===== config.mk =====
export PLATFORM = sky130hd
export DESIGN_NAME = config_register_lock_gate
export DESIGN_NICKNAME = d
export VERILOG_FILES = /design/src/logic/cfg_lock_pkg.sv /design/src/logic/io_port_match.sv /design/src/logic/config_register_lock_gate.sv
export SDC_FILE = /design/constraint.sdc
export NUM_CORES = 1
export LEC_CHECK = 0
export ABC_AREA = 1
export BUFFER_PORTS_ARGS = -buffer_cell sky130_fd_sc_hd__buf_2
export CAP_MARGIN = 20
export CORE_ASPECT_RATIO = 0.9
export CORE_MARGIN = 8
export CORE_UTILIZATION = 47
export CTS_CLUSTER_DIAMETER = 50
export CTS_CLUSTER_SIZE = 25
export DETAILED_ROUTE_END_ITERATION = 8
export GPL_ROUTABILITY_DRIVEN = 0
export GPL_TIMING_DRIVEN = 0
export PLACE_DENSITY = 0.8
export SLEW_MARGIN = 40
export SYNTH_ARGS = -nofsm -noshare
export SYNTH_HDL_FRONTEND = slang
export SYNTH_SLANG_ARGS = --single-unit

===== constraint.sdc =====
create_clock -name i_ref_clk -period 2.17 [get_ports i_ref_clk]
set_clock_uncertainty 0.2 [all_clocks]
set_input_delay 0.1085 -clock i_ref_clk [delete_from_list [all_inputs] [get_ports i_ref_clk]]
set_output_delay 0.1085 -clock i_ref_clk [all_outputs]
set_load 0.005 [all_outputs]

===== src/logic/cfg_lock_pkg.sv =====
package cfg_lock_pkg;
   // port map, full 16-bit addresses
   localparam logic [15:0] UNLOCK_PORT = 16'hF073;
   localparam logic [15:0] STATUS_PORT = 16'hFC72;
   localparam logic [15:0] EMS_PTR_PORT = 16'hE072;
   localparam logic [15:0] EMS_PAGE_PORT = 16'hE872;
   localparam logic [15:0] LOCK_FIRST_PORT = 16'h1072;
   localparam logic [15:0] LOCK_LAST_PORT = 16'hF872;
   // lockable ports share these low ten address bits
   localparam logic [9:0] LOCK_LOW_BITS = 10'h072;
   localparam int ADDR_BITS = 16;
   localparam int SHORT_ADDR_BITS = 10;

   // unlock key
   localparam logic [7:0] UNLOCK_KEY = 8'hDA;

   // status word layout
   localparam int TOGGLE_BIT = 15;
   localparam int DMA2_LSB = 8;
   localparam int DMA1_LSB = 4;
   localparam int LPT_DIR_BIT = 3;
   localparam int DMA_CHANNELS = 4;

   // reset values
   localparam logic RESET_TOGGLE = 1'b0;
   localparam logic [15:0] RESET_WORD = 16'h0000;

   // lock gate states, one-hot
   typedef enum logic [1:0] {
      GATE_LOCKED = 2'b01,
      GATE_UNLOCKED = 2'b10
   } gate_state_e;
endpackage


===== src/logic/io_port_match.sv =====
`timescale 1ns/1ps
`default_nettype none
module io_port_match #(
   parameter int MATCH_BITS = 16
) (
   // compare
   input wire logic [15:0] i_addr,
   input wire logic [15:0] i_port,
   // result
   output logic o_hit
);
   // refused at elaboration, a wider compare would read past the address bus
   if (MATCH_BITS < 1 || MATCH_BITS > 16) begin : g_bad_width
      $error("io_port_match: MATCH_BITS must be 1..16");
   end

   // short ports ignore the upper address bits entirely
   always_comb begin
      o_hit = (i_addr[MATCH_BITS-1:0] == i_port[MATCH_BITS-1:0]);
   end
endmodule
`default_nettype wire


===== src/logic/config_register_lock_gate.sv =====
`timescale 1ns/1ps
`default_nettype none
module config_register_lock_gate (
   // clock and reset
   input wire logic i_ref_clk,
   input wire logic i_rst,
   // host io cycle, one-cycle strobes
   input wire logic [15:0] i_io_addr,
   input wire logic [15:0] i_io_wdata,
   input wire logic i_io_rd,
   input wire logic i_io_wr,
   // mirrored state from neighbouring blocks
   input wire logic [3:0] i_dma1_mask,
   input wire logic [3:0] i_dma2_mask,
   input wire logic i_lpt_dir,
   // status read answer
   output logic [15:0] o_rd_data,
   output logic o_rd_ack,
   // internal register file access
   output logic o_reg_rd,
   output logic o_reg_wr,
   output logic [15:0] o_reg_addr,
   output logic [15:0] o_reg_wdata,
   // expansion bus forwarding
   output logic o_fwd_rd,
   output logic o_fwd_wr,
   // lock state
   output logic o_unlocked
);

   ////////////////////////////////////////////////////////////////////////////////
   // address decode

   logic hit_unlock;
   logic hit_status;
   logic hit_ems_ptr;
   logic hit_ems_page;
   logic hit_lock_low;
   logic lock_range;
   logic exempt;
   logic lockable;

   io_port_match #(.MATCH_BITS(cfg_lock_pkg::ADDR_BITS)) u_unlock_match (
      .i_addr(i_io_addr),
      .i_port(cfg_lock_pkg::UNLOCK_PORT),
      .o_hit(hit_unlock)
   );

   io_port_match #(.MATCH_BITS(cfg_lock_pkg::ADDR_BITS)) u_status_match (
      .i_addr(i_io_addr),
      .i_port(cfg_lock_pkg::STATUS_PORT),
      .o_hit(hit_status)
   );

   io_port_match #(.MATCH_BITS(cfg_lock_pkg::ADDR_BITS)) u_ems_ptr_match (
      .i_addr(i_io_addr),
      .i_port(cfg_lock_pkg::EMS_PTR_PORT),
      .o_hit(hit_ems_ptr)
   );

   io_port_match #(.MATCH_BITS(cfg_lock_pkg::ADDR_BITS)) u_ems_page_match (
      .i_addr(i_io_addr),
      .i_port(cfg_lock_pkg::EMS_PAGE_PORT),
      .o_hit(hit_ems_page)
   );

   // the low-bit comparison is only a grouping; the range check uses all 16 bits
   io_port_match #(.MATCH_BITS(cfg_lock_pkg::SHORT_ADDR_BITS)) u_lock_low_match (
      .i_addr(i_io_addr),
      .i_port({6'h00, cfg_lock_pkg::LOCK_LOW_BITS}),
      .o_hit(hit_lock_low)
   );

   always_comb begin
      lock_range = (i_io_addr >= cfg_lock_pkg::LOCK_FIRST_PORT) &&
                   (i_io_addr <= cfg_lock_pkg::LOCK_LAST_PORT);
      exempt = hit_ems_ptr || hit_ems_page;
      lockable = hit_lock_low && lock_range && !exempt;
   end

   ////////////////////////////////////////////////////////////////////////////////
   // lock state

   cfg_lock_pkg::gate_state_e state_q;
   logic key_ok;
   logic unlocked;

   always_comb begin
      key_ok = (i_io_wdata[7:0] == cfg_lock_pkg::UNLOCK_KEY);
      unlocked = (state_q == cfg_lock_pkg::GATE_UNLOCKED);
   end

   always_ff @(posedge i_ref_clk) begin
      if (i_rst) begin
         state_q <= cfg_lock_pkg::GATE_LOCKED;
      end else if (i_io_wr && hit_unlock) begin
         case (state_q)
            cfg_lock_pkg::GATE_LOCKED,
            cfg_lock_pkg::GATE_UNLOCKED: begin
               if (key_ok) begin
                  state_q <= cfg_lock_pkg::GATE_UNLOCKED;
               end else begin
                  state_q <= cfg_lock_pkg::GATE_LOCKED;
               end
            end
            default: begin
               state_q <= cfg_lock_pkg::GATE_LOCKED;
            end
         endcase
      end
   end

   always_ff @(posedge i_ref_clk) begin
      if (i_rst) begin
         o_unlocked <= 1'b0;
      end else if (i_io_wr && hit_unlock) begin
         o_unlocked <= key_ok;
      end
   end

   ////////////////////////////////////////////////////////////////////////////////
   // status port

   logic toggle_q;
   logic status_rd;
   logic [15:0] status_word;

   // locked reads go out to the bus, so the flag holds still and software sees no toggle
   always_comb begin
      status_rd = i_io_rd && hit_status && unlocked;
      status_word = cfg_lock_pkg::RESET_WORD;
      status_word[cfg_lock_pkg::TOGGLE_BIT] = toggle_q;
      status_word[cfg_lock_pkg::DMA2_LSB +: cfg_lock_pkg::DMA_CHANNELS] = i_dma2_mask;
      status_word[cfg_lock_pkg::DMA1_LSB +: cfg_lock_pkg::DMA_CHANNELS] = i_dma1_mask;
      status_word[cfg_lock_pkg::LPT_DIR_BIT] = i_lpt_dir;
   end

   always_ff @(posedge i_ref_clk) begin
      if (i_rst) begin
         toggle_q <= cfg_lock_pkg::RESET_TOGGLE;
      end else if (status_rd) begin
         toggle_q <= ~toggle_q;
      end
   end

   always_ff @(posedge i_ref_clk) begin
      if (i_rst) begin
         o_rd_data <= cfg_lock_pkg::RESET_WORD;
         o_rd_ack <= 1'b0;
      end else begin
         o_rd_ack <= status_rd;
         if (status_rd) begin
            o_rd_data <= status_word;
         end
      end
   end

   ////////////////////////////////////////////////////////////////////////////////
   // routing

   logic pass_reg;
   logic go_fwd;
   logic status_fwd;

   always_comb begin
      // status port is served here, not by the register file
      pass_reg = exempt || (lockable && unlocked && !hit_status);
      go_fwd = lockable && !unlocked;
      // status port sits above the lock range but its reads are gated like the rest; its writes go nowhere
      status_fwd = hit_status && !unlocked;
   end

   always_ff @(posedge i_ref_clk) begin
      if (i_rst) begin
         o_reg_rd <= 1'b0;
         o_reg_wr <= 1'b0;
         o_fwd_rd <= 1'b0;
         o_fwd_wr <= 1'b0;
      end else begin
         o_reg_rd <= i_io_rd && pass_reg;
         o_reg_wr <= i_io_wr && pass_reg;
         // write-only unlock port has nothing to read back
         o_fwd_rd <= i_io_rd && (go_fwd || hit_unlock || status_fwd);
         o_fwd_wr <= i_io_wr && go_fwd;
      end
   end

   always_ff @(posedge i_ref_clk) begin
      if (i_rst) begin
         o_reg_addr <= cfg_lock_pkg::RESET_WORD;
         o_reg_wdata <= cfg_lock_pkg::RESET_WORD;
      end else if ((i_io_rd || i_io_wr) && pass_reg) begin
         o_reg_addr <= i_io_addr;
         o_reg_wdata <= i_io_wdata;
      end
   end

   // last flag value handed out, kept only for the toggle check
   logic last_t_q;

   always_ff @(posedge i_ref_clk) begin
      if (i_rst) begin
         last_t_q <= ~cfg_lock_pkg::RESET_TOGGLE;
      end else if (o_rd_ack) begin
         last_t_q <= o_rd_data[cfg_lock_pkg::TOGGLE_BIT];
      end
   end
endmodule
`default_nettype wire


* Word level (Yosys, flattened, before mapping)
Index checks and enable logic that the tools add are counted.
** Word-level totals
- Word-level logic and storage cells :: 48
- Output and inout bits :: 54
- Register bits after elaboration :: 51
** Operators by class
- Equality and inequality tests :: 8
- Order comparisons :: 2
- Bitwise operators :: 1
- Muxes and demuxes :: 2
- Reduce and logical (&&, ||, !) cells :: 24
** Operators by type and width (count)
- equality test 16 bit, second input constant :: 4
- greater-or-equal comparator 16 x 13 -> 1 bit, second input constant :: 1
- less-or-equal comparator 16 bit, second input constant :: 1
- logical AND 1 bit :: 15
- equality test 10 x 7 -> 1 bit, second input constant :: 1
- equality test 8 bit, second input constant :: 1
- logical OR 1 bit :: 5
- two-way mux 2 bit :: 2
- zero test 1 bit :: 3
- equality test 2 x 1 -> 1 bit, second input constant :: 1
- equality test 2 bit, second input constant :: 1
- OR reduction 2 bit :: 1
- NOT 1 bit :: 1

* Logic depth before layout (Yosys ltp)
Gate-level depths: netlist (run 1).
- Word-level depth :: 8
- Depth in mapped cells :: 13
- Mapped depth without buffers :: 12

* Cells and area by module
Synthesis (run 1) repeated with hierarchy kept, for this count alone.
** Second synthesis, totals
- Cell total of the unflattened synthesis :: 588
- Area, all modules :: 3542.1 um^2
** Modules (own cells, without submodules)
- config_register_lock_gate :: instances 1, area an instance 2374.8 um^2, cells each 340, seq. area each 1021.0 um^2
- io_port_match (u_ems_page_match ...) :: instances 4, area an instance 246.5 um^2, cells each 51, seq. area each 0.0 um^2
- io_port_match (u_lock_low_match) :: instances 1, area an instance 181.4 um^2, cells each 44, seq. area each 0.0 um^2

* Worst setup path after synthesis (run 1)
Ideal clock, no wire load.
- Path kind :: register to register
- Start :: register state_q[0]
- End :: register o_reg_wdata[10]
- Stages on the path, launching flop included :: 11
- Arrival :: 1.186 ns
- Path slack :: 0.671 ns
- Path through :: dfxtp_1 -> inv_1 -> ha_1 -> inv_1 -> nor2_1 -> nand3_2 -> nand2_2 -> nand2_4 -> buf_4 -> nor2_1 -> nor2_1
** Between the ends
- Cells in the longest elaborated chain, start to end :: 5
** Ends and longest elaborated chain
- from (decl) :: RTL line config_register_lock_gate.sv:84 : cfg_lock_pkg::gate_state_e state_q;
- from (signal assigned) :: RTL line config_register_lock_gate.sv:95 : state_q <= cfg_lock_pkg::GATE_LOCKED;
- from (signal assigned) :: RTL line config_register_lock_gate.sv:101 : state_q <= cfg_lock_pkg::GATE_UNLOCKED;
- from (signal assigned) :: RTL line config_register_lock_gate.sv:103 : state_q <= cfg_lock_pkg::GATE_LOCKED;
- equality test 2 bit :: RTL line config_register_lock_gate.sv:90 : unlocked = (state_q == cfg_lock_pkg::GATE_UNLOCKED);
- logical AND 1 bit (2 in a row) :: RTL line config_register_lock_gate.sv:167 : pass_reg = exempt || (lockable && unlocked && !hit_status);
- logical OR 1 bit :: RTL line config_register_lock_gate.sv:167
- logical AND 1 bit :: RTL line config_register_lock_gate.sv:192 : end else if ((i_io_rd || i_io_wr) && pass_reg) begin
- to (signal assigned) :: RTL line config_register_lock_gate.sv:191 : o_reg_wdata <= cfg_lock_pkg::RESET_WORD;
- to (signal assigned) :: RTL line config_register_lock_gate.sv:194 : o_reg_wdata <= i_io_wdata;
- to (decl) :: RTL line config_register_lock_gate.sv:23 : output logic [15:0] o_reg_wdata,
No other way between the ends.
A chain may end at the register's enable or synchronous reset.

* Worst setup path after layout (run 1)
- Start :: input i_io_addr[15]
- End :: register o_rd_data[6]
** Between the ends
- Cells in the longest elaborated chain, start to end :: 3
** Ends and longest elaborated chain
- from (decl) :: RTL line config_register_lock_gate.sv:8 : input wire logic [15:0] i_io_addr,
- equality test 16 bit :: RTL line io_port_match.sv:19 : o_hit = (i_addr[MATCH_BITS-1:0] == i_port[MATCH_BITS-1:0]);
- logical AND 1 bit (2 in a row) :: RTL line config_register_lock_gate.sv:130 : status_rd = i_io_rd && hit_status && unlocked;
- to (signal assigned) :: RTL line config_register_lock_gate.sv:148 : o_rd_data <= cfg_lock_pkg::RESET_WORD;
- to (signal assigned) :: RTL line config_register_lock_gate.sv:153 : o_rd_data <= status_word;
- to (decl) :: RTL line config_register_lock_gate.sv:17 : output logic [15:0] o_rd_data,
No other way between the ends.

==> results.md, run 1 <==
- HPWL after detailed placement: 4430 microns
- Hold buffers post-CTS: 34
- Sum of met3 wire segment lengths after detailed routing: 518 microns
- Count of cell types in the netlist: 29
- Total die area: 7214 sq um
- Total track usage: 0.1752
- Average wire length per cell after detail routing: 11.97 microns
- Comb pwr share: 0.093
- Share of final-layout standard cells stronger than drive strength 1: 0.2885
- 1st-iter DRT viols: 105
- Antenna Nets Post-Route: 0
- Total congestion overflow: 0
- Clock sink total: 51
- Placeable core area: 4518 sq um
- Final critical delay including setup and external delays: 1.917 ns
- Data arrival time of the worst path: 1.96 ns
- Highest routed metal layer: met4
- Chip Width: 88.64 microns
- TritonCTS Buffers: 5
- Number of buffers between clock root and the deepest sink: 2
- Root buffer cell: sky130_fd_sc_hd__clkbuf_8
- Total wirelength of the detailed-routed design: 6259 microns
- Power per cell area: 513.3 nW/um^2
- Power spent charging and discharging nets: 0.0003939 W
- DR vias: 2349
- Nature of the critical path endpoint: flop
- Clock latency on the worst-skew pair: 0.30 ns
- Crit Path Category: input pin to flop
- Register bit count reported by yosys: 51
- Met2 WL post-DR: 3094 microns
- Slowest cell on the critical path: sky130_fd_sc_hd__dlygate4sd3_1
- Worst-path fanout max: 10
- Post-Layout Cell Count: 523
- Relative contribution of the clock network to total power: 0.341
- Max-cap violations: 0
- Post-Synthesis Cells: 323
- Area Growth Syn to Fin: 44.28%
- Filler cells: 393
- Cell count after placement: 481
- Switching Share: 0.2382
- Setup repair after global routing missed its margin: no
- N_diodes: 0
- Post-CTS setup-driven buffer insertion count: 0
- Standby leakage power: 1.817 nW
- Starting density of the core: 0.4940
- Resized Gates After CTS: 0
- Global-route wire length before repair: 10180 microns
- Register area: 1021 sq um
- Sequential share of the synthesized area: 0.4574
- Total of buffers placed on input and output ports: 91
- Count of pins over their slew limit: 0
- Crit path required time: 2.21 ns
- Proportion of power drawn by flip-flops and latches: 0.566
- Post-layout nets: 506
- Post-Synthesis Mean Instance Area: 6.911 sq um
- Drc violations: 0
- Startpoint types: input pin
- Number of hold-slack violations in the final timing report: 0
- Height of the die: 81.38 microns
- Worst hold slack: 0.03150 ns
- I/O pins: 99
- Critical Path Max Stage Delay: 0.53 ns
- Via count of the first global-routing pass: 2344
- Highest achievable clock rate: 521.7 MHz
- Classification of the worst-slack hold path: input pin to flop
- Top post-synthesis cells by area: sky130_fd_sc_hd__dfxtp_1, sky130_fd_sc_hd__nor2_1, sky130_fd_sc_hd__nand2_1
- Result of the run: finished clean
- Clock tree from TritonCTS: done
- Count of yosys warnings during synthesis: 0
- Cell-internal power: 0.001259 W
- Setup TNS: 0 ns
- # H-tree levels: 2
- Clock-pin transition on the worst setup and hold timing paths: 0.10 ns
- Cell type with the largest total area after synthesis: sky130_fd_sc_hd__dfxtp_1
- Total routed wire length on the met1 layer: 2600 microns
- Portion of synthesized cell area occupied by the leading cell type: 0.4574
- Pin count of the biggest net entering global routing: 19
- Multi-input logic area: 917.1 sq um
- Count of final setup violators: 0
- Final worst-path cycle share: 0.8834
- FP Rows: 23
- Total standard cell area after synthesis: 2232 sq um
- Average vias per placed instance: 4.491
- Max rail drop VDD: 0.5734 mV
- Initial antenna violation count: 0
- Cell chain of the critical path: dlygate4sd3_1 > buf_2 > nand2_1 > nor2_2 > nand2_1 > nor2_1 > nand3_1 > inv_1 > clkbuf_2 > o21ai_0 > nor2_1
- Number of iterations in the first detailed-routing pass: 4
-- metal layers --
metal | vias to the layer above | GRT usage
met4 | 0 | 0.05059
met1 | 1045 | 0.1783
met2 | 72 | 0.3257
met3 | 6 | 0.06452
met5 | - | 0
li1 | 1226 | -
-- power by group through the flow --
stage / Clock [W] / Sequential [W] / Combinational (W)
after global routing: 0.000627 / 0.000936 / 0.000170
after global placement: 0 / 0.000957 / 0.000103
after floorplan: 0 / 0.000957 / 0.0000468
after detailed placement: 0 / 0.000957 / 0.000103
final: 0.000564 / 0.000935 / 0.000154
after CTS: 0.000584 / 0.000935 / 0.000151
-- kinds of logic after synthesis --
kind of cell             after synthesis  share of synthesized area
buffers and inverters                 68                     0.1401
flip-flops                            51                     0.4574
other                                  1                   0.001680
AND/OR/NAND/NOR                      184                     0.3520
adder cells (fa/ha/maj)                1                   0.005604
AO/OA/AOI/OAI                         18                    0.04316
-- area by class of cell --
type / count / area share
well taps: 62 / 0.02409
inverters: 50 / 0.05828
clock inverters: 3 / 0.008547
clock buffers: 5 / 0.02137
repair buffers: 125 / 0.2471
plain buffers: 18 / 0.03885
multi-input cells: 209 / 0.2848
flip-flops and latches: 51 / 0.3170
-- layout by cell type (no fill, tap or decap), drive strengths merged, types with 2 or more instances in the layout --
| cell | count |
|---|---|
| conb | 6 |
| clkbuf | 9 |
| or2 | 2 |
| a21oi | 6 |
| nand3 | 17 |
| dfxtp | 51 |
| nand4 | 2 |
| nor2 | 87 |
| buf | 105 |
| inv | 51 |
| dlygate4sd3 | 34 |
| o21ai | 9 |
| nor3 | 4 |
| nand2 | 69 |
-- synthesized netlist by cell type (all sizes together) --
| library cell | n |
|---|---|
| nand2 | 69 |
| and3 | 1 |
| clkbuf | 4 |
| inv | 50 |
| nand3 | 17 |
| and2 | 1 |
| a31oi | 1 |
| nor2 | 87 |
| dfxtp | 51 |
| ha | 1 |
| o21a | 1 |
| nor3 | 4 |
| conb | 1 |
| o21ai | 9 |
| buf | 14 |
| a21oi | 6 |
| or2 | 2 |
| nand4 | 2 |
| nor3b | 1 |
| o211ai | 1 |
-- stage by stage --
stage	worst slack, ns	instance area, sq um	power, W	util
3_3_place_gp	0.4513	2784	0.001060	0.6162
4_1_cts	0.3111	3221	0.001670	0.7128
5_1_grt	0.03305	3221	0.001733	0.7128
6_report	0.2531	3221	0.001653	0.7128
2_1_floorplan	0.6714	2251	0.001004	-
3_5_place_dp	0.4407	2784	0.001060	0.6162
-- worst max-delay path: cells and delay by family --
kind / cells / cell delay, ns
buffers and inverters: 4 / 0.97
AND/OR/NAND/NOR: 6 / 0.77
AO/OA/AOI/OAI: 1 / 0.12
-- worst paths after layout --
path	startpoint	to	slack, ns	cells past startpoint
worst min-delay path	i_io_addr[8]	o_fwd_rd	0.03	6
worst max-delay path	i_io_addr[15]	o_rd_data[6]	0.25	11
worst min register to register	o_reg_addr[6]	o_reg_addr[6]	0.25	2
worst max register to register	state_q[0]	o_reg_wdata[11]	0.51	10
-- state kept, by name (all words and copies together) (netlist names) --
register and cells:
o_fwd_rd 1, o_fwd_wr 1, o_rd_ack 1, o_rd_data 10, o_reg_addr 16, o_reg_rd 1, o_reg_wdata 16, o_reg_wr 1
o_unlocked 1, state_q 2, toggle_q 1
Note: power is estimated with default switching activity, not from simulation.
==> run 2: changes to the inputs <==
Settings changed: ABC_AREA 1 to 0, CORE_UTILIZATION 47 to 49.
==> run 2 against run 1 <==
Effect of this change: cell area rose by 5.0%; clock-buffer cell count did not move; clock power up 23%; core utilization fell by 2.6 points; power increased by 9.5%.
==> results.md, run 2 <==
- Ys async rst share: 0
- Cell class contributing the biggest share of worst-path delay: simple AND/OR/NAND/NOR gates
- Root buffer cell: sky130_fd_sc_hd__clkbuf_8
- Post-Synthesis Mean Instance Area: 8.660 sq um
- 1st-iter DRT viols: 151
- Ranking of synthesized cells by instance count: sky130_fd_sc_hd__nand2_1, sky130_fd_sc_hd__dfxtp_1, sky130_fd_sc_hd__a32oi_1, sky130_fd_sc_hd__nor3b_1, sky130_fd_sc_hd__o311ai_1
- Instance count along the most critical hold path: 4
- FP Rows: 24
- Portion of synthesized cell area occupied by the leading cell type: 0.4038
- Count of pins over their slew limit: 0
- Power per cell area: 535.2 nW/um^2
- Placeable core area: 4925 sq um
- Count of yosys warnings during synthesis: 0
- Final critical delay including setup and external delays: 1.999 ns
- Average vias per placed instance: 5.501
- Slowest cell on the critical path: sky130_fd_sc_hd__or4_1
- Multi-input logic area: 1310 sq um
- Hold Path Sink: o_fwd_wr
- Max-cap violations: 0
- DR vias: 2624
- Highest achievable clock rate: 500.3 MHz
- Post-Synthesis Cells: 292
- Register area: 1021 sq um
- # H-tree levels: 2
- Height of the die: 84.15 microns
- Total track usage: 0.1846
- Post-CTS setup-driven buffer insertion count: 0
- Crit Path Category: input pin to flop
- Cell chain of the critical path: buf_2 > or4_1 > or4_4 > nor3_4 > buf_6 > a32oi_1 > o311ai_1
- Startpoint types: input pin
- N_diodes: 0
- Data arrival time of the worst path: 2.02 ns
- Clock latency on the worst-skew pair: 0.31 ns
- Drc violations: 0
- Commonest cells after routing, fill and taps aside: sky130_fd_sc_hd__buf_2, sky130_fd_sc_hd__nand2_1, sky130_fd_sc_hd__dfxtp_1
- Number of hold-slack violations in the final timing report: 0
- Placement-stage worst setup slack: -0.1390 ns
- Global-route wire length before repair: 12090 microns
- Setup repair after global routing missed its margin: no
- Min setup slack post-route: 0.1711 ns
- Setup TNS: 0 ns
- Number of iterations in the first detailed-routing pass: 4
- I/O pins: 99
- HPWL after detailed placement: 5390 microns
- Critical Path Source: i_io_addr[2]
- Count of cell types in the netlist: 43
- Nature of the critical path endpoint: flop
- Reg-to-Reg Start: state_q[0]
- Antenna Nets Post-Route: 0
- Filler cells: 410
- Clock-pin transition on the worst setup and hold timing paths: 0.10 ns
- Count of flip-flops with a built-in enable after synthesis: 0
- Register bit count reported by yosys: 51
- Chip Width: 91.72 microns
- Final worst-path cycle share: 0.9212
- Cell type with the largest total area after synthesis: sky130_fd_sc_hd__dfxtp_1
- Clock tree from TritonCTS: done
- Main flop type after synthesis: sky130_fd_sc_hd__dfxtp_1
- Total wirelength of the detailed-routed design: 7535 microns
- Total congestion overflow: 0
- Number of buffers between clock root and the deepest sink: 2
- Total of buffers placed on input and output ports: 91
- Most common cell in the synthesized netlist: sky130_fd_sc_hd__nand2_1
- Worst-path fanout max: 10
- Crit path required time: 2.19 ns
- Classification of the worst-slack hold path: input pin to flop
- Starting density of the core: 0.5135
- Top post-synthesis cells by area: sky130_fd_sc_hd__dfxtp_1, sky130_fd_sc_hd__nand2_1, sky130_fd_sc_hd__a32oi_1
- Critical Path Max Stage Delay: 0.58 ns
- Post-layout nets: 457
- Hold_sp: i_io_addr[10]
- R2r endpoint: o_reg_addr[13]
- Pin count of the biggest net entering global routing: 18
- Sequential share of the synthesized area: 0.4038
- Reg-to-reg slack, setup: 0.19 ns
- Cell count of the worst reg-to-reg path: 9
- Average wire length per cell after detail routing: 15.80 microns
- Total die area: 7718 sq um
- Standby leakage power: 1.437 nW
- Share of final-layout standard cells stronger than drive strength 1: 0.3228
- Most common cell after layout, fill and taps aside: sky130_fd_sc_hd__buf_2
- TritonCTS Buffers: 5
- Biggest regs: o_reg_addr (16), o_reg_wdata (16), o_rd_data (10)
- Max rail drop VDD: 0.3629 mV
- Result of the run: finished clean
- Initial antenna violation count: 0
- Area Growth Syn to Fin: 33.75%
- Count of buffering cells on the critical path with inverters included: 2
- Via count of the first global-routing pass: 2531
- Worst hold slack: 0.008595 ns
- Count of final setup violators: 0
- Total standard cell area after synthesis: 2529 sq um
- Clock sink total: 51
run 2: cell count changes after synthesis, sizes merged, moves of 4 or more:
cell / change
nor2: -80
inv: -42
a32oi: +22
nor3b: +22
o311ai: +20
nand3: -13
a21oi: +11
o21ai: -9
buf: +7
and3: +5
clkbuf: +5
or4: +4
run 2: tightest hold or removal path: cells and delay by family:
family,cells,cell delay [ns]
buffers and inverters,1,0.14
AND/OR/NAND/NOR,2,0.16
AO/OA/AOI/OAI,1,0.07
run 2: logic make-up after synthesis:
logic type,synth area share
AOI/OAI and AO/OA,0.2108
DFF,0.4038
adders and majority gates,0.004947
buffers and inverters,0.09351
xor gates and xnor gates,0.003464
other,0.001483
and+or+nand+nor,0.2820
run 2: final cells by class:
cell class	count	share of cell area
Buffer	30	0.06141
Clock inverter	3	0.01406
Multi-Input combinational cell	208	0.3873
Sequential cell	51	0.3019
Tap cell	65	0.02405
Clock buffer	5	0.02035
Inverter	8	0.008879
Timing Repair Buffer	107	0.1820
run 2: repair_timing:
item,CTS,global route
gates resized for setup,0,5
setup endpoints to repair,0,32
hold buffers,16,0
endpoints found under the hold margin,23,0
run 2: metrics by stage:
step	cells	util	area, sq um	power [W]
after floorplan	297	-	2547	0.001039
after global placement	453	0.6263	3084	0.001108
after detailed placement	453	0.6263	3084	0.001109
after CTS	477	0.6824	3361	0.001811
after global routing	477	0.6867	3382	0.001883
final	477	0.6867	3382	0.001810
run 2: where the power goes:
group	total [W]	internal (W)	switching [W]
registers	0.000935	0.000935	0.0000000134
clock network	0.000692	0.000350	0.000342
logic	0.000183	0.0000849	0.0000980
run 2: layer usage:
metal / routed length (microns) / track usage / part of all wire / vias to the layer above
li1: - / - / - / 1306
met4: 53 / 0.04386 / 0.0070 / 0
met1: 3301 / 0.2370 / 0.44 / 1214
met2: 3543 / 0.2943 / 0.47 / 97
met5: 0 / 0 / 0 / -
met3: 636 / 0.05783 / 0.084 / 7
run 2: worst max-delay path by stage:
stage,cells past startpoint,to
2_1_floorplan,5,o_reg_wdata[10]
3_3_place_gp,7,o_reg_wdata[4]
3_5_place_dp,7,o_reg_wdata[2]
4_1_cts,9,o_reg_addr[13]
5_1_grt,9,o_reg_wdata[2]
6_report,7,o_reg_addr[11]
==> run 3: changes to the inputs <==
Settings changed: CORE_UTILIZATION 49 to 50, CTS_BUF_LIST set to sky130_fd_sc_hd__clkbuf_8, PLACE_DENSITY 0.8 to 0.82.
==> run 3 against run 2 <==
Effect of this change: maximum frequency is 2.0% lower; die area is 1.6% lower; sequential share of layout area about the same; combinational power about the same; setup slack worse by 0.040 ns; wire length is 2.1% higher; clock-buffer cell count unchanged; core utilization increased by 0.82 points; critical path type unchanged; largest cell class unchanged; largest power group unchanged.
==> results.md, run 3 (synthesis results as in run 2) <==
- Total of buffers placed on input and output ports: 91
- Power per cell area: 503.3 nW/um^2
- Starting density of the core: 0.5198
- Placement-stage worst setup slack: -0.1739 ns
- Count of buffering cells on the critical path with inverters included: 1
- Max rail drop VDD: 0.4528 mV
- Min setup slack post-route: 0.1309 ns
- Clock-pin transition on the worst setup and hold timing paths: 0.11 ns
- Count of pins over their slew limit: 0
- Cell chain of the critical path: buf_2 > or4_4 > nor4_2 > nand4_1 > or3_1 > a21o_1
- Slowest cell on the critical path: sky130_fd_sc_hd__or4_4
- Highest achievable clock rate: 490.4 MHz
- TritonCTS Buffers: 5
- Number of iterations in the first detailed-routing pass: 5
- Share of final-layout standard cells stronger than drive strength 1: 0.3213
- Clock sink total: 51
- Average wire length per cell after detail routing: 16.06 microns
- Height of the die: 83.47 microns
- DR vias: 2659
- Count of final setup violators: 0
- Root buffer cell: sky130_fd_sc_hd__clkbuf_8
- Critical Path Max Stage Delay: 0.54 ns
- Data arrival time of the worst path: 2.05 ns
- Total wirelength of the detailed-routed design: 7695 microns
- Pin count of the biggest net entering global routing: 19
- Total congestion overflow: 0
- Crit Path Category: input pin to flop
- Most common cell after layout, fill and taps aside: sky130_fd_sc_hd__buf_2
- HPWL after detailed placement: 5424 microns
- Biggest regs: o_reg_addr (16), o_reg_wdata (16), o_rd_data (10)
- Average vias per placed instance: 5.551
- Standby leakage power: 1.438 nW
- I/O pins: 99
- Result of the run: finished clean
- # H-tree levels: 2
- Chip Width: 90.96 microns
- Non-Filler Cell Area, Final: 3381 sq um
- Number of hold-slack violations in the final timing report: 0
- Post-layout nets: 459
- Drc violations: 0
- Startpoint types: input pin
- Commonest cells after routing, fill and taps aside: sky130_fd_sc_hd__buf_2, sky130_fd_sc_hd__nand2_1, sky130_fd_sc_hd__dfxtp_1
- Setup repair after global routing missed its margin: no
- Classification of the worst-slack hold path: input pin to flop
- Antenna Nets Post-Route: 0
- Total die area: 7592 sq um
- Nature of the critical path endpoint: flop
- Via count of the first global-routing pass: 2592
- Crit path required time: 2.18 ns
- Area after DPL: 3084 sq um
- FP Rows: 24
- Max-cap violations: 0
- Number of buffers between clock root and the deepest sink: 2
- N_diodes: 0
- Worst-path fanout max: 5
- Final critical delay including setup and external delays: 2.039 ns
- Clock tree from TritonCTS: done
- Area Growth Syn to Fin: 33.70%
- Initial antenna violation count: 0
- Final worst-path cycle share: 0.9397
- Placeable core area: 4865 sq um
- Clock latency on the worst-skew pair: 0.31 ns
- 1st-iter DRT viols: 172
- Cell class contributing the biggest share of worst-path delay: simple AND/OR/NAND/NOR gates
- Total track usage: 0.1915
- Global-route wire length before repair: 12340 microns
==> run 3: report_power, final <==
| part | switching [W] | internal (W) | total (W) | leakage (nW) |
|---|---|---|---|---|
| Clock | 0.000344 | 0.000238 | 0.000582 | 0.0491 |
| Sequential | 0.0000000142 | 0.000935 | 0.000935 | 0.411 |
| Combinational | 0.0000985 | 0.0000862 | 0.000185 | 0.978 |
==> run 3: path summary, 6_finish.rpt <==
check,end,slack (ns),cells after the start,from
worst min register to register,o_reg_addr[1],0.25,2,o_reg_addr[1]
worst min-delay path,o_fwd_wr,0.006,4,i_io_addr[1]
worst max register to register,o_reg_wdata[9],0.22,8,state_q[0]
worst max-delay path,state_q[0],0.13,6,i_io_addr[7]
==> run 3: layer usage <==
| metal | part of all wire | global-route usage | up-vias | wire, microns |
|---|---|---|---|---|
| met2 | 0.47 | 0.3248 | 118 | 3603 |
| met1 | 0.44 | 0.2282 | 1215 | 3359 |
| li1 | - | - | 1317 | - |
| met4 | 0.010 | 0.05349 | 0 | 79 |
| met5 | 0 | 0 | - | 0 |
| met3 | 0.085 | 0.05576 | 9 | 652 |
==> run 3: worst min-delay path, stage by stage <==
cell and delay (ns):
sky130_fd_sc_hd__buf_2 0.12, sky130_fd_sc_hd__a2111oi_2 0.09, sky130_fd_sc_hd__nor2_1 0.10, sky130_fd_sc_hd__nor3_1 0.07
==> run 3: layout make-up <==
type,count,area (sq um)
buffer,30,207.7
clock buffer,5,68.82
clock inverter,3,26.28
fill,403,1484
inverter,8,30.03
multi-input combinational,208,1310
sequential,51,1021
tap,65,81.33
timing repair buffer,109,635.6
==> run 3: repair_timing <==
item / CTS / global route
buffers inserted: 0 / 0
gates resized for setup: 0 / 5
endpoints found under the setup margin: 0 / 22
hold buffers: 18 / 0
endpoints found under the hold margin: 23 / 0
==> run 3: metrics by stage <==
stage	cells	util	power, W	hold slack, ns	TNS [ns]
after floorplan	297	-	0.001039	0.04606	0
after global placement	453	0.6340	0.001108	0.1564	-2.564
after detailed placement	453	0.6340	0.001110	0.1595	-3.120
after CTS	479	0.6906	0.001707	0.001900	0
after global routing	479	0.6950	0.001771	0.03360	0
final	479	0.6950	0.001702	0.006071	0
